<file path="config.mk">
export PLATFORM = sky130hd
export DESIGN_NAME = art_timer
export DESIGN_NICKNAME = d
export VERILOG_FILES = /design/src/art_pkg.sv /design/src/art_clock_select.sv /design/src/art_timer.sv
export SDC_FILE = /design/constraint.sdc
export NUM_CORES = 1
export LEC_CHECK = 0
export BUFFER_PORTS_ARGS = -buffer_cell sky130_fd_sc_hd__buf_2
export CAP_MARGIN = 30
export CORE_AREA = 5 5 82 84
export DETAILED_ROUTE_END_ITERATION = 7
export DIE_AREA = 0 0 87 89
export GPL_TIMING_DRIVEN = 1
export PLACE_DENSITY = 0.78
export REMOVE_ABC_BUFFERS = 1
export SLEW_MARGIN = 10
export SYNTH_ARGS = -nofsm -noshare
export SYNTH_HDL_FRONTEND = slang
export SYNTH_SLANG_ARGS = --single-unit
</file>
<file path="constraint.sdc">
create_clock -name pclk -period 5.5 [get_ports pclk]
set_input_delay 0.55 -clock pclk [delete_from_list [all_inputs] [get_ports pclk]]
set_output_delay 0.55 -clock pclk [all_outputs]
set_load 0.01 [all_outputs]
</file>
<file path="src/art_pkg.sv">
// constants and types shared by the auto-reload timer files
package art_pkg;

	// apb geometry
	localparam int unsigned   ADDR_W          = 12;
	localparam int unsigned   DATA_W          = 32;

	// register byte addresses
	localparam logic [11:0]   ADDR_COUNT      = 12'h000;
	localparam logic [11:0]   ADDR_RELOAD     = 12'h004;
	localparam logic [11:0]   ADDR_CONTROL    = 12'h008;
	localparam logic [11:0]   ADDR_STATUS     = 12'h00c;
	localparam logic [11:0]   ADDR_MASK       = 12'h010;
	localparam logic [11:0]   ADDR_PRIORITY   = 12'h014;

	// timer_control field layout
	localparam int unsigned   CTRL_SEL_LSB    = 0;
	localparam int unsigned   CTRL_SEL_MSB    = 2;
	localparam int unsigned   CTRL_RUN_BIT    = 3;
	localparam int unsigned   CTRL_OUT_BIT    = 7;
	localparam logic [7:0]    CTRL_FIXED_ONES = 8'h70;
	localparam logic [7:0]    CTRL_RESET      = 8'h70;

	// reset values of the timer data registers (undefined on the part), and the counter top value ffh
	localparam logic [7:0]    COUNT_RESET     = 8'h00;
	localparam logic [7:0]    RELOAD_RESET    = 8'h00;
	localparam logic [7:0]    COUNT_TOP       = 8'hff;

	// interrupt side fields
	localparam int unsigned   FLAG_OVF_BIT    = 0;
	localparam int unsigned   PRIO_LOW_BIT    = 0;
	localparam int unsigned   PRIO_HIGH_BIT   = 1;
	localparam logic [15:0]   OVF_VECTOR      = 16'h0072;
	localparam logic [1:0]    PRIO_LEVEL0     = 2'h0;
	localparam logic [1:0]    PRIO_LEVEL1     = 2'h1;
	localparam logic [1:0]    PRIO_LEVEL2     = 2'h2;

	// count clock select: codes 0..6 are prescaler taps, 7 is the event input
	localparam int unsigned   PRESC_W         = 6;
	localparam int unsigned   TAP_COUNT       = 7;
	localparam logic [2:0]    SEL_EVENT       = 3'h7;
	localparam logic [5:0]    TAP_MASK [0:6]  = '{6'h00, 6'h01, 6'h03, 6'h07,
	                                             6'h0f, 6'h1f, 6'h3f};

	// register decode result, one-hot
	typedef enum logic [6:0] {
		REG_COUNT    = 7'h01,
		REG_RELOAD   = 7'h02,
		REG_CONTROL  = 7'h04,
		REG_STATUS   = 7'h08,
		REG_MASK     = 7'h10,
		REG_PRIORITY = 7'h20,
		REG_NONE     = 7'h40
	} art_reg_type;

endpackage

</file>
<file path="src/art_clock_select.sv">
// count clock source: prescaler taps and falling-edge sampled event input
`timescale 1ns/10ps
module art_clock_select
	import art_pkg::*;
(
	input  wire logic        pclk,
	input  wire logic        presetn,
	input  wire logic [2:0]  clk_sel,
	input  wire logic        event_input,
	output logic             count_tick
);

	logic [PRESC_W-1:0]  presc_q;
	logic [PRESC_W-1:0]  presc_d;
	logic                ev_fall_q;
	logic                ev_last_q;
	logic                ev_last_d;
	logic                ev_rise;
	logic [TAP_COUNT-1:0] tap_hit;

	// free-running base prescaler
	always_comb begin
		presc_d   = presc_q + 1'b1;
		ev_last_d = ev_fall_q;
	end

	always_ff @(posedge pclk or negedge presetn) begin
		if (!presetn) begin
			presc_q   <= '0;
			ev_last_q <= 1'b0;
		end else begin
			presc_q   <= presc_d;
			ev_last_q <= ev_last_d;
		end
	end

	// event pin sampled on the falling clock edge
	always_ff @(negedge pclk or negedge presetn) begin
		if (!presetn) begin
			ev_fall_q <= 1'b0;
		end else begin
			ev_fall_q <= event_input;
		end
	end

	// one pulse per sampled rising edge; pulses under one clock may be lost
	assign ev_rise = ev_fall_q & ~ev_last_q;

	// one tap per prescale ratio
	genvar i;
	generate
		for (i = 0; i < TAP_COUNT; i++) begin : g_tap
			assign tap_hit[i] = ((presc_q & TAP_MASK[i]) == TAP_MASK[i]);
		end
	endgenerate

	assign count_tick = (clk_sel == SEL_EVENT) ? ev_rise : tap_hit[clk_sel];

endmodule

</file>
<file path="src/art_timer.sv">
// 8-bit auto-reload timer with toggle output, apb slave and interrupt
`timescale 1ns/10ps
module art_timer
	import art_pkg::*;
(
	input  wire logic               pclk,
	input  wire logic               presetn,
	input  wire logic               psel,
	input  wire logic               penable,
	input  wire logic               pwrite,
	input  wire logic [ADDR_W-1:0]  paddr,
	input  wire logic [DATA_W-1:0]  pwdata,
	output logic      [DATA_W-1:0]  prdata,
	output logic                    pready,
	output logic                    pslverr,
	input  wire logic               event_input,
	output logic                    timer_out,
	output logic                    pwm_clock,
	output logic                    irq,
	output logic      [1:0]         irq_priority,
	output logic      [15:0]        irq_vector
);

	// register state
	logic [7:0]         count_q;
	logic [7:0]         count_d;
	logic [7:0]         reload_q;
	logic [7:0]         reload_d;
	logic [7:0]         ctrl_q;
	logic [7:0]         ctrl_d;
	logic               flag_q;
	logic               flag_d;
	logic               enable_q;
	logic               enable_d;
	logic [1:0]         prio_q;
	logic [1:0]         prio_d;
	logic               pwm_q;
	logic               pwm_d;
	logic [DATA_W-1:0]  rdata_q;
	logic [DATA_W-1:0]  rdata_d;
	logic               err_q;
	logic               err_d;

	// decode and timing
	art_reg_type        reg_hit;
	logic               setup_phase;
	logic               wr_access;
	logic               count_wr;
	logic               reload_wr;
	logic               ctrl_wr;
	logic               flag_wr;
	logic               enable_wr;
	logic               prio_wr;
	logic               count_tick;
	logic               run;
	logic               step;
	logic               overflow;
	logic [7:0]         read_value;

	// address to register, used by both read and write paths
	function automatic art_reg_type decode_reg(input logic [ADDR_W-1:0] addr);
		art_reg_type r;
		r = REG_NONE;
		case (addr)
			ADDR_COUNT:    r = REG_COUNT;
			ADDR_RELOAD:   r = REG_RELOAD;
			ADDR_CONTROL:  r = REG_CONTROL;
			ADDR_STATUS:   r = REG_STATUS;
			ADDR_MASK:     r = REG_MASK;
			ADDR_PRIORITY: r = REG_PRIORITY;
			default:       r = REG_NONE;
		endcase
		return r;
	endfunction

	// count clock source
	art_clock_select u_clock_select (
		.pclk        (pclk),
		.presetn     (presetn),
		.clk_sel     (ctrl_q[CTRL_SEL_MSB:CTRL_SEL_LSB]),
		.event_input (event_input),
		.count_tick  (count_tick)
	);

	// bus phase and write strobes
	assign reg_hit     = decode_reg(paddr);
	assign setup_phase = psel & ~penable;
	assign wr_access   = psel & penable & pwrite;
	assign count_wr    = wr_access & (reg_hit == REG_COUNT);
	assign reload_wr   = wr_access & (reg_hit == REG_RELOAD);
	assign ctrl_wr     = wr_access & (reg_hit == REG_CONTROL);
	assign flag_wr     = wr_access & (reg_hit == REG_STATUS);
	assign enable_wr   = wr_access & (reg_hit == REG_MASK);
	assign prio_wr     = wr_access & (reg_hit == REG_PRIORITY);

	// counting step and overflow detection
	assign run      = ctrl_q[CTRL_RUN_BIT];
	assign step     = run & count_tick;
	assign overflow = step & (count_q == COUNT_TOP);

	// read mux of the selected register
	always_comb begin
		case (reg_hit)
			REG_COUNT:    read_value = count_q;
			REG_RELOAD:   read_value = reload_q;
			REG_CONTROL:  read_value = ctrl_q | CTRL_FIXED_ONES;
			REG_STATUS:   read_value = {7'h00, flag_q};
			REG_MASK:     read_value = {7'h00, enable_q};
			REG_PRIORITY: read_value = {6'h00, prio_q};
			default:      read_value = 8'h00;
		endcase
	end

	// counter and reload register
	always_comb begin
		count_d  = count_q;
		reload_d = reload_q;
		if (step) begin
			if (overflow) begin
				count_d = reload_q;
			end else begin
				count_d = count_q + 8'h01;
			end
		end
		if (reload_wr) begin
			reload_d = pwdata[7:0];
		end
		// a counter write wins over counting and mirrors into reload
		if (count_wr) begin
			count_d  = pwdata[7:0];
			reload_d = pwdata[7:0];
		end
	end

	always_ff @(posedge pclk or negedge presetn) begin
		if (!presetn) begin
			count_q  <= COUNT_RESET;
			reload_q <= RELOAD_RESET;
		end else begin
			count_q  <= count_d;
			reload_q <= reload_d;
		end
	end

	// control register: fixed ones, output level toggle
	always_comb begin
		ctrl_d = ctrl_q;
		if (overflow) begin
			ctrl_d[CTRL_OUT_BIT] = ~ctrl_q[CTRL_OUT_BIT];
		end
		// a write in the overflow cycle wins, so the toggle is lost then
		if (ctrl_wr) begin
			ctrl_d = pwdata[7:0] | CTRL_FIXED_ONES;
		end
	end

	always_ff @(posedge pclk or negedge presetn) begin
		if (!presetn) begin
			ctrl_q <= CTRL_RESET;
		end else begin
			ctrl_q <= ctrl_d;
		end
	end

	// interrupt flag, enable and priority
	always_comb begin
		flag_d   = flag_q;
		enable_d = enable_q;
		prio_d   = prio_q;
		if (flag_wr && pwdata[FLAG_OVF_BIT]) begin
			flag_d = 1'b0;
		end
		// set after clear so a same-cycle overflow is kept
		if (overflow) begin
			flag_d = 1'b1;
		end
		if (enable_wr) begin
			enable_d = pwdata[FLAG_OVF_BIT];
		end
		if (prio_wr) begin
			prio_d = pwdata[1:0];
		end
	end

	always_ff @(posedge pclk or negedge presetn) begin
		if (!presetn) begin
			flag_q   <= 1'b0;
			enable_q <= 1'b0;
			prio_q   <= 2'h0;
		end else begin
			flag_q   <= flag_d;
			enable_q <= enable_d;
			prio_q   <= prio_d;
		end
	end

	// pwm time base pulse and apb read data
	always_comb begin
		pwm_d   = overflow;
		rdata_d = rdata_q;
		err_d   = err_q;
		if (setup_phase) begin
			rdata_d = {24'h000000, read_value};
			err_d   = (reg_hit == REG_NONE);
		end
	end

	always_ff @(posedge pclk or negedge presetn) begin
		if (!presetn) begin
			pwm_q   <= 1'b0;
			rdata_q <= '0;
			err_q   <= 1'b0;
		end else begin
			pwm_q   <= pwm_d;
			rdata_q <= rdata_d;
			err_q   <= err_d;
		end
	end

	// outputs
	assign prdata     = rdata_q;
	assign pready     = 1'b1;
	assign pslverr    = err_q & psel & penable;
	assign timer_out  = ctrl_q[CTRL_OUT_BIT];
	assign pwm_clock  = pwm_q;
	assign irq        = flag_q & enable_q;
	assign irq_vector = OVF_VECTOR;

	// three priority levels from two flags
	always_comb begin
		if (prio_q[PRIO_HIGH_BIT]) begin
			irq_priority = PRIO_LEVEL2;
		end else if (prio_q[PRIO_LOW_BIT]) begin
			irq_priority = PRIO_LEVEL1;
		end else begin
			irq_priority = PRIO_LEVEL0;
		end
	end
endmodule

</file>
Yosys cells after proc, flatten, opt, wreduce, memory -nomap -nowiden:

Index checks and enable logic that the tools add are counted.

* bits of input ports: 50
* register bits: 43
* memories kept: 0
* bits in writable memories: 0
* latch bits: 0
* ROM bits: 0

* $mul: 0
* mux-type cells: 16
* div/mod/pow operators: 0
* bitwise logic cells: 18
* eq/ne operators: 19
* shift-type cells: 0
* add/sub/neg operators: 2
* magnitude comparators: 1
* reductions and logical operators: 6

Operator list (number)
* 2-to-1 mux 8 bit: 6
* case mux 8 bit (6 select lines): 1
* case mux 7 bit (6 select lines): 1
* == test 12 x 4 -> 1 bit (second input constant): 2
* == test 12 x 5 -> 1 bit (second input constant): 2
* AND 1 bit: 15
* == test 12 x 3 -> 1 bit (second input constant): 1
* zero test 12 bit: 1
* adder 8 x 1 -> 8 bit (second input constant): 1
* == test 8 bit (second input constant): 1
* nonzero test 2 bit: 4
* == test 7 x 1 -> 1 bit (second input constant): 1
* == test 7 x 2 -> 1 bit (second input constant): 1
* == test 7 x 3 -> 1 bit (second input constant): 1
* == test 7 x 4 -> 1 bit (second input constant): 1
* == test 7 x 5 -> 1 bit (second input constant): 1
* == test 7 x 6 -> 1 bit (second input constant): 1
* == test 7 bit (second input constant): 1
* adder 6 x 1 -> 6 bit (second input constant): 1
* == test 3 bit (second input constant): 2
* == test 6 bit (second input constant): 1
* 2-to-1 mux 1 bit: 6
* == test 5 bit (second input constant): 1
* == test 4 bit (second input constant): 1
* 6 further kinds: 8

Longest topological paths before layout:

* depth in word-level cells: 9
* mapped depth: 10
* gate-level depth less buffers: 9

By module:

Synthesis repeated with hierarchy kept, for this count alone.

* cells, all modules: 266
* area total of the unflattened synthesis: 2688.8 um2

By module, submodules not included
* art_timer: area each 2316.0 um2, times used 1, cells an instance 233, sequential area each 875.8 um2
* art_clock_select: area each 372.9 um2, times used 1, cells an instance 33, sequential area each 200.2 um2

==> results_dict.tcl <==
set metrics [dict create \
    grt_pass1_vias 1787 \
    yosys_most_used_dff "dfrtp_1" \
    power_w 0.000662 \
    cts.repair.resized 0 \
    post_synth_xor_area_fraction 0.0103 \
    start_kind "register" \
    cts-root-buf "clkbuf_8" \
    avgSynthCellArea_um2 9.70 \
    crit_buf_inv 1 \
    crit_required_ps 5690 \
    reg2regPathDepth 7 \
    ios 105 \
    ant_nets 0 \
    r2r-start "u_clock_select.ev_fall_q$_DFF_NN0_" \
    synth_cell_types 49 \
    cts_setup_buffers 0 \
    htreeDepth 2 \
    dieArea_um2 7740 \
    io_buffers 39 \
    hp-class "primary input to async pin" \
    synth_edf_count 0 \
    synth_top_family_by_area "simple AND/OR/NAND/NOR gates" \
    final.setup.tns_ps 0 \
    row_count 28 \
    maxCapViolations 0 \
    cp-end-kind "register" \
    ctsHoldBuffers 0 \
    ys_seq_area_frac 0.420 \
    initial_core_util 0.438 \
    clk_latency_ps 300 \
    total_leakage_power_nw 1.39 \
    clock_skew_ps 7.10 \
    slew_violations 0 \
    place_hpwl_um 3870 \
    place_congestion 0.848 \
    dr_total_vias 1878 \
    r2r_end "count_q[4]$_DFFE_PN0P_" \
    path_class "register to register" \
    syn2layout_area_growth_pct 8.50 \
    synth_top_area_frac 0.410 \
    postLayoutSetupSlackWorst_ps 1080 \
    grt_start_max_net_pins 44 \
    fill_cells 566 \
    cts_buffers 5 \
    wl_per_cell_um 13.5 \
    ys_warn_count 0 \
    clockBufferDepth 2 \
    drt_wl_total_um 5050 \
    rsz0062_at_grt "false" \
    multi_input_area_um2 1250 \
    track_usage 0.133 \
    die_height_um 89 \
    cts_tree "done" \
    dr.pass1.iters 4 \
    fp.dieW_um 87 \
    synthesis.area_um2 2560 \
    crit_slowest_cell "dfrtn_1" \
    synth-adder-area-share 0.0195 \
    arrival_ps 4600 \
    overflow 0 \
    synth.ff_latch_count 43 \
    worstSetupStartpoint "u_clock_select.ev_fall_q$_DFF_NN0_" \
    slowest_delay_ps 410 \
    grt_pass1_wl_um 8180 \
    drt_iter0_drc 128 \
    num-nets-final 352 \
    tightest_slew_ps 526 \
    crit_family "simple AND/OR/NAND/NOR gates" \
    synth_mux_area_frac 0.106 \
    ir_drop_v 0.000155 \
    synth_cells 264 \
    async_reset_ff_frac 1.00 \
    status "finished, final reports clean" \
    r2r_slack_ps 1080 \
    yosysTopAreaCell "dfrtp_1" \
    synthSimpleGateAreaFrac 0.170 \
    place_ws_ps 1100 \
    path_clk_slew_ps 80 \
    antenna_found_initial 0 \
    cp_cell_sequence "nand3b_1 -> and3_1 -> o22ai_1 -> buf_4 -> and2_1 -> a31oi_1 -> a22o_1" \
    clock-sinks 43 \
    finalSetupViolCount 0 \
    via_per_inst 5.02 \
    drc 0 \
    coreArea_um2 5850 \
    antenna_cells 0 \
    crit_path_max_fanout 13 \
    slew_headroom 0.649 \
    synth_area_leaders "dfrtp_1 (41%), buf_4 (12%), mux2_2 (7.0%)" \
    drive_gt1_frac 0.244 \
    finalHoldViolCount 0 \
    seq_area_um2 1080 \
    synth_compound_area_frac 0.124 \
    powerDensity_nw_per_um2 238 \
]
report_power, final:
part	internal (W)	switching, W
clock	0.000181	0.000104
sequential	0.000318	0.00000288
combinational	0.0000168	0.0000391
total	0.000516	0.000146
flip-flops by register name, summed over array words and instances, names as in the netlist:
signal and count:
flag_q 1, u_clock_select.presc_q 6, prio_q 2, reload_q 8, prdata 8, count_q 8
u_clock_select.ev_fall_q 1, enable_q 1, err_q 1, ctrl_q 5, u_clock_select.ev_last_q 1, pwm_clock 1
final cells by class:
class	count	area share
clock buffer	6	0.0261
sequential	43	0.387
multi-input combinational	204	0.452
timing repair buffer	41	0.0756
tap	75	0.0338
clock inverter	2	0.0216
inverter	3	0.00405
worst max-delay path by stage:
stage | end | slack (ps) | depth (start not counted)
finish | count_q[4]$_DFFE_PN0P_ | 1080 | 7
global placement | count_q[4]$_DFFE_PN0P_ | 1100 | 7
detailed placement | count_q[4]$_DFFE_PN0P_ | 1100 | 7
floorplan | count_q[4]$_DFFE_PN0P_ | 980 | 6
CTS | count_q[4]$_DFFE_PN0P_ | 1080 | 7
global route | count_q[4]$_DFFE_PN0P_ | 1000 | 7
placed cells by master, fill, tap and decap left out, drive strengths merged, types with 2 or more instances in the layout:
master / count
mux2: 16
nand2b: 3
nand4: 5
o21ai: 15
and3: 6
buf: 41
a21boi: 2
a21o: 3
ha: 4
nand3: 6
a31o: 2
xnor2: 2
or3: 2
and4: 2
inv: 3
o211ai: 2
nand2: 25
dfrtp: 42
nor2: 19
clkbuf: 6
nand3b: 2
nor3: 3
mux2i: 7
and2: 5
a21oi: 12
nor2b: 3
conb: 41
bufinv: 2
a31oi: 3
Yosys cell counts, drive strengths merged, types with 3 or more instances:
library cell,n
a21o,3
a21oi,12
a31oi,3
and2,5
and3,6
buf,44
clkbuf,9
dfrtp,42
ha,4
inv,3
mux2,16
mux2i,7
nand2,25
nand2b,3
nand3,6
nand4,5
nor2,19
nor2b,3
nor3,3
o21ai,15
metal layers:
metal	up-vias	track usage	routed length, um
li1	904	-	-
met2	75	0.222	2340
met1	894	0.160	2140
met3	5	0.0433	511
met4	0	0.0467	61
met5	-	0	0
kinds of logic after synthesis:
| group | after synthesis |
|---|---|
| xor+xnor | 3 |
| mux | 24 |
| buf+inv | 56 |
| other cells | 2 |
| flops | 43 |
| compound gates | 50 |
| fa+ha+maj | 4 |
| simple gates | 82 |
stage by stage:
| step | hold slack, ps | cells | utilization | instance area, um^2 |
|---|---|---|---|---|
| after floorplan | 254 | 250 | - | 2340 |
| after global placement | 455 | 366 | 0.452 | 2650 |
| after detailed placement | 459 | 366 | 0.452 | 2650 |
| after CTS | 327 | 374 | 0.475 | 2780 |
| after global routing | 365 | 374 | 0.475 | 2780 |
| final | 307 | 374 | 0.475 | 2780 |
Note: power is estimated with default switching activity, not from simulation.
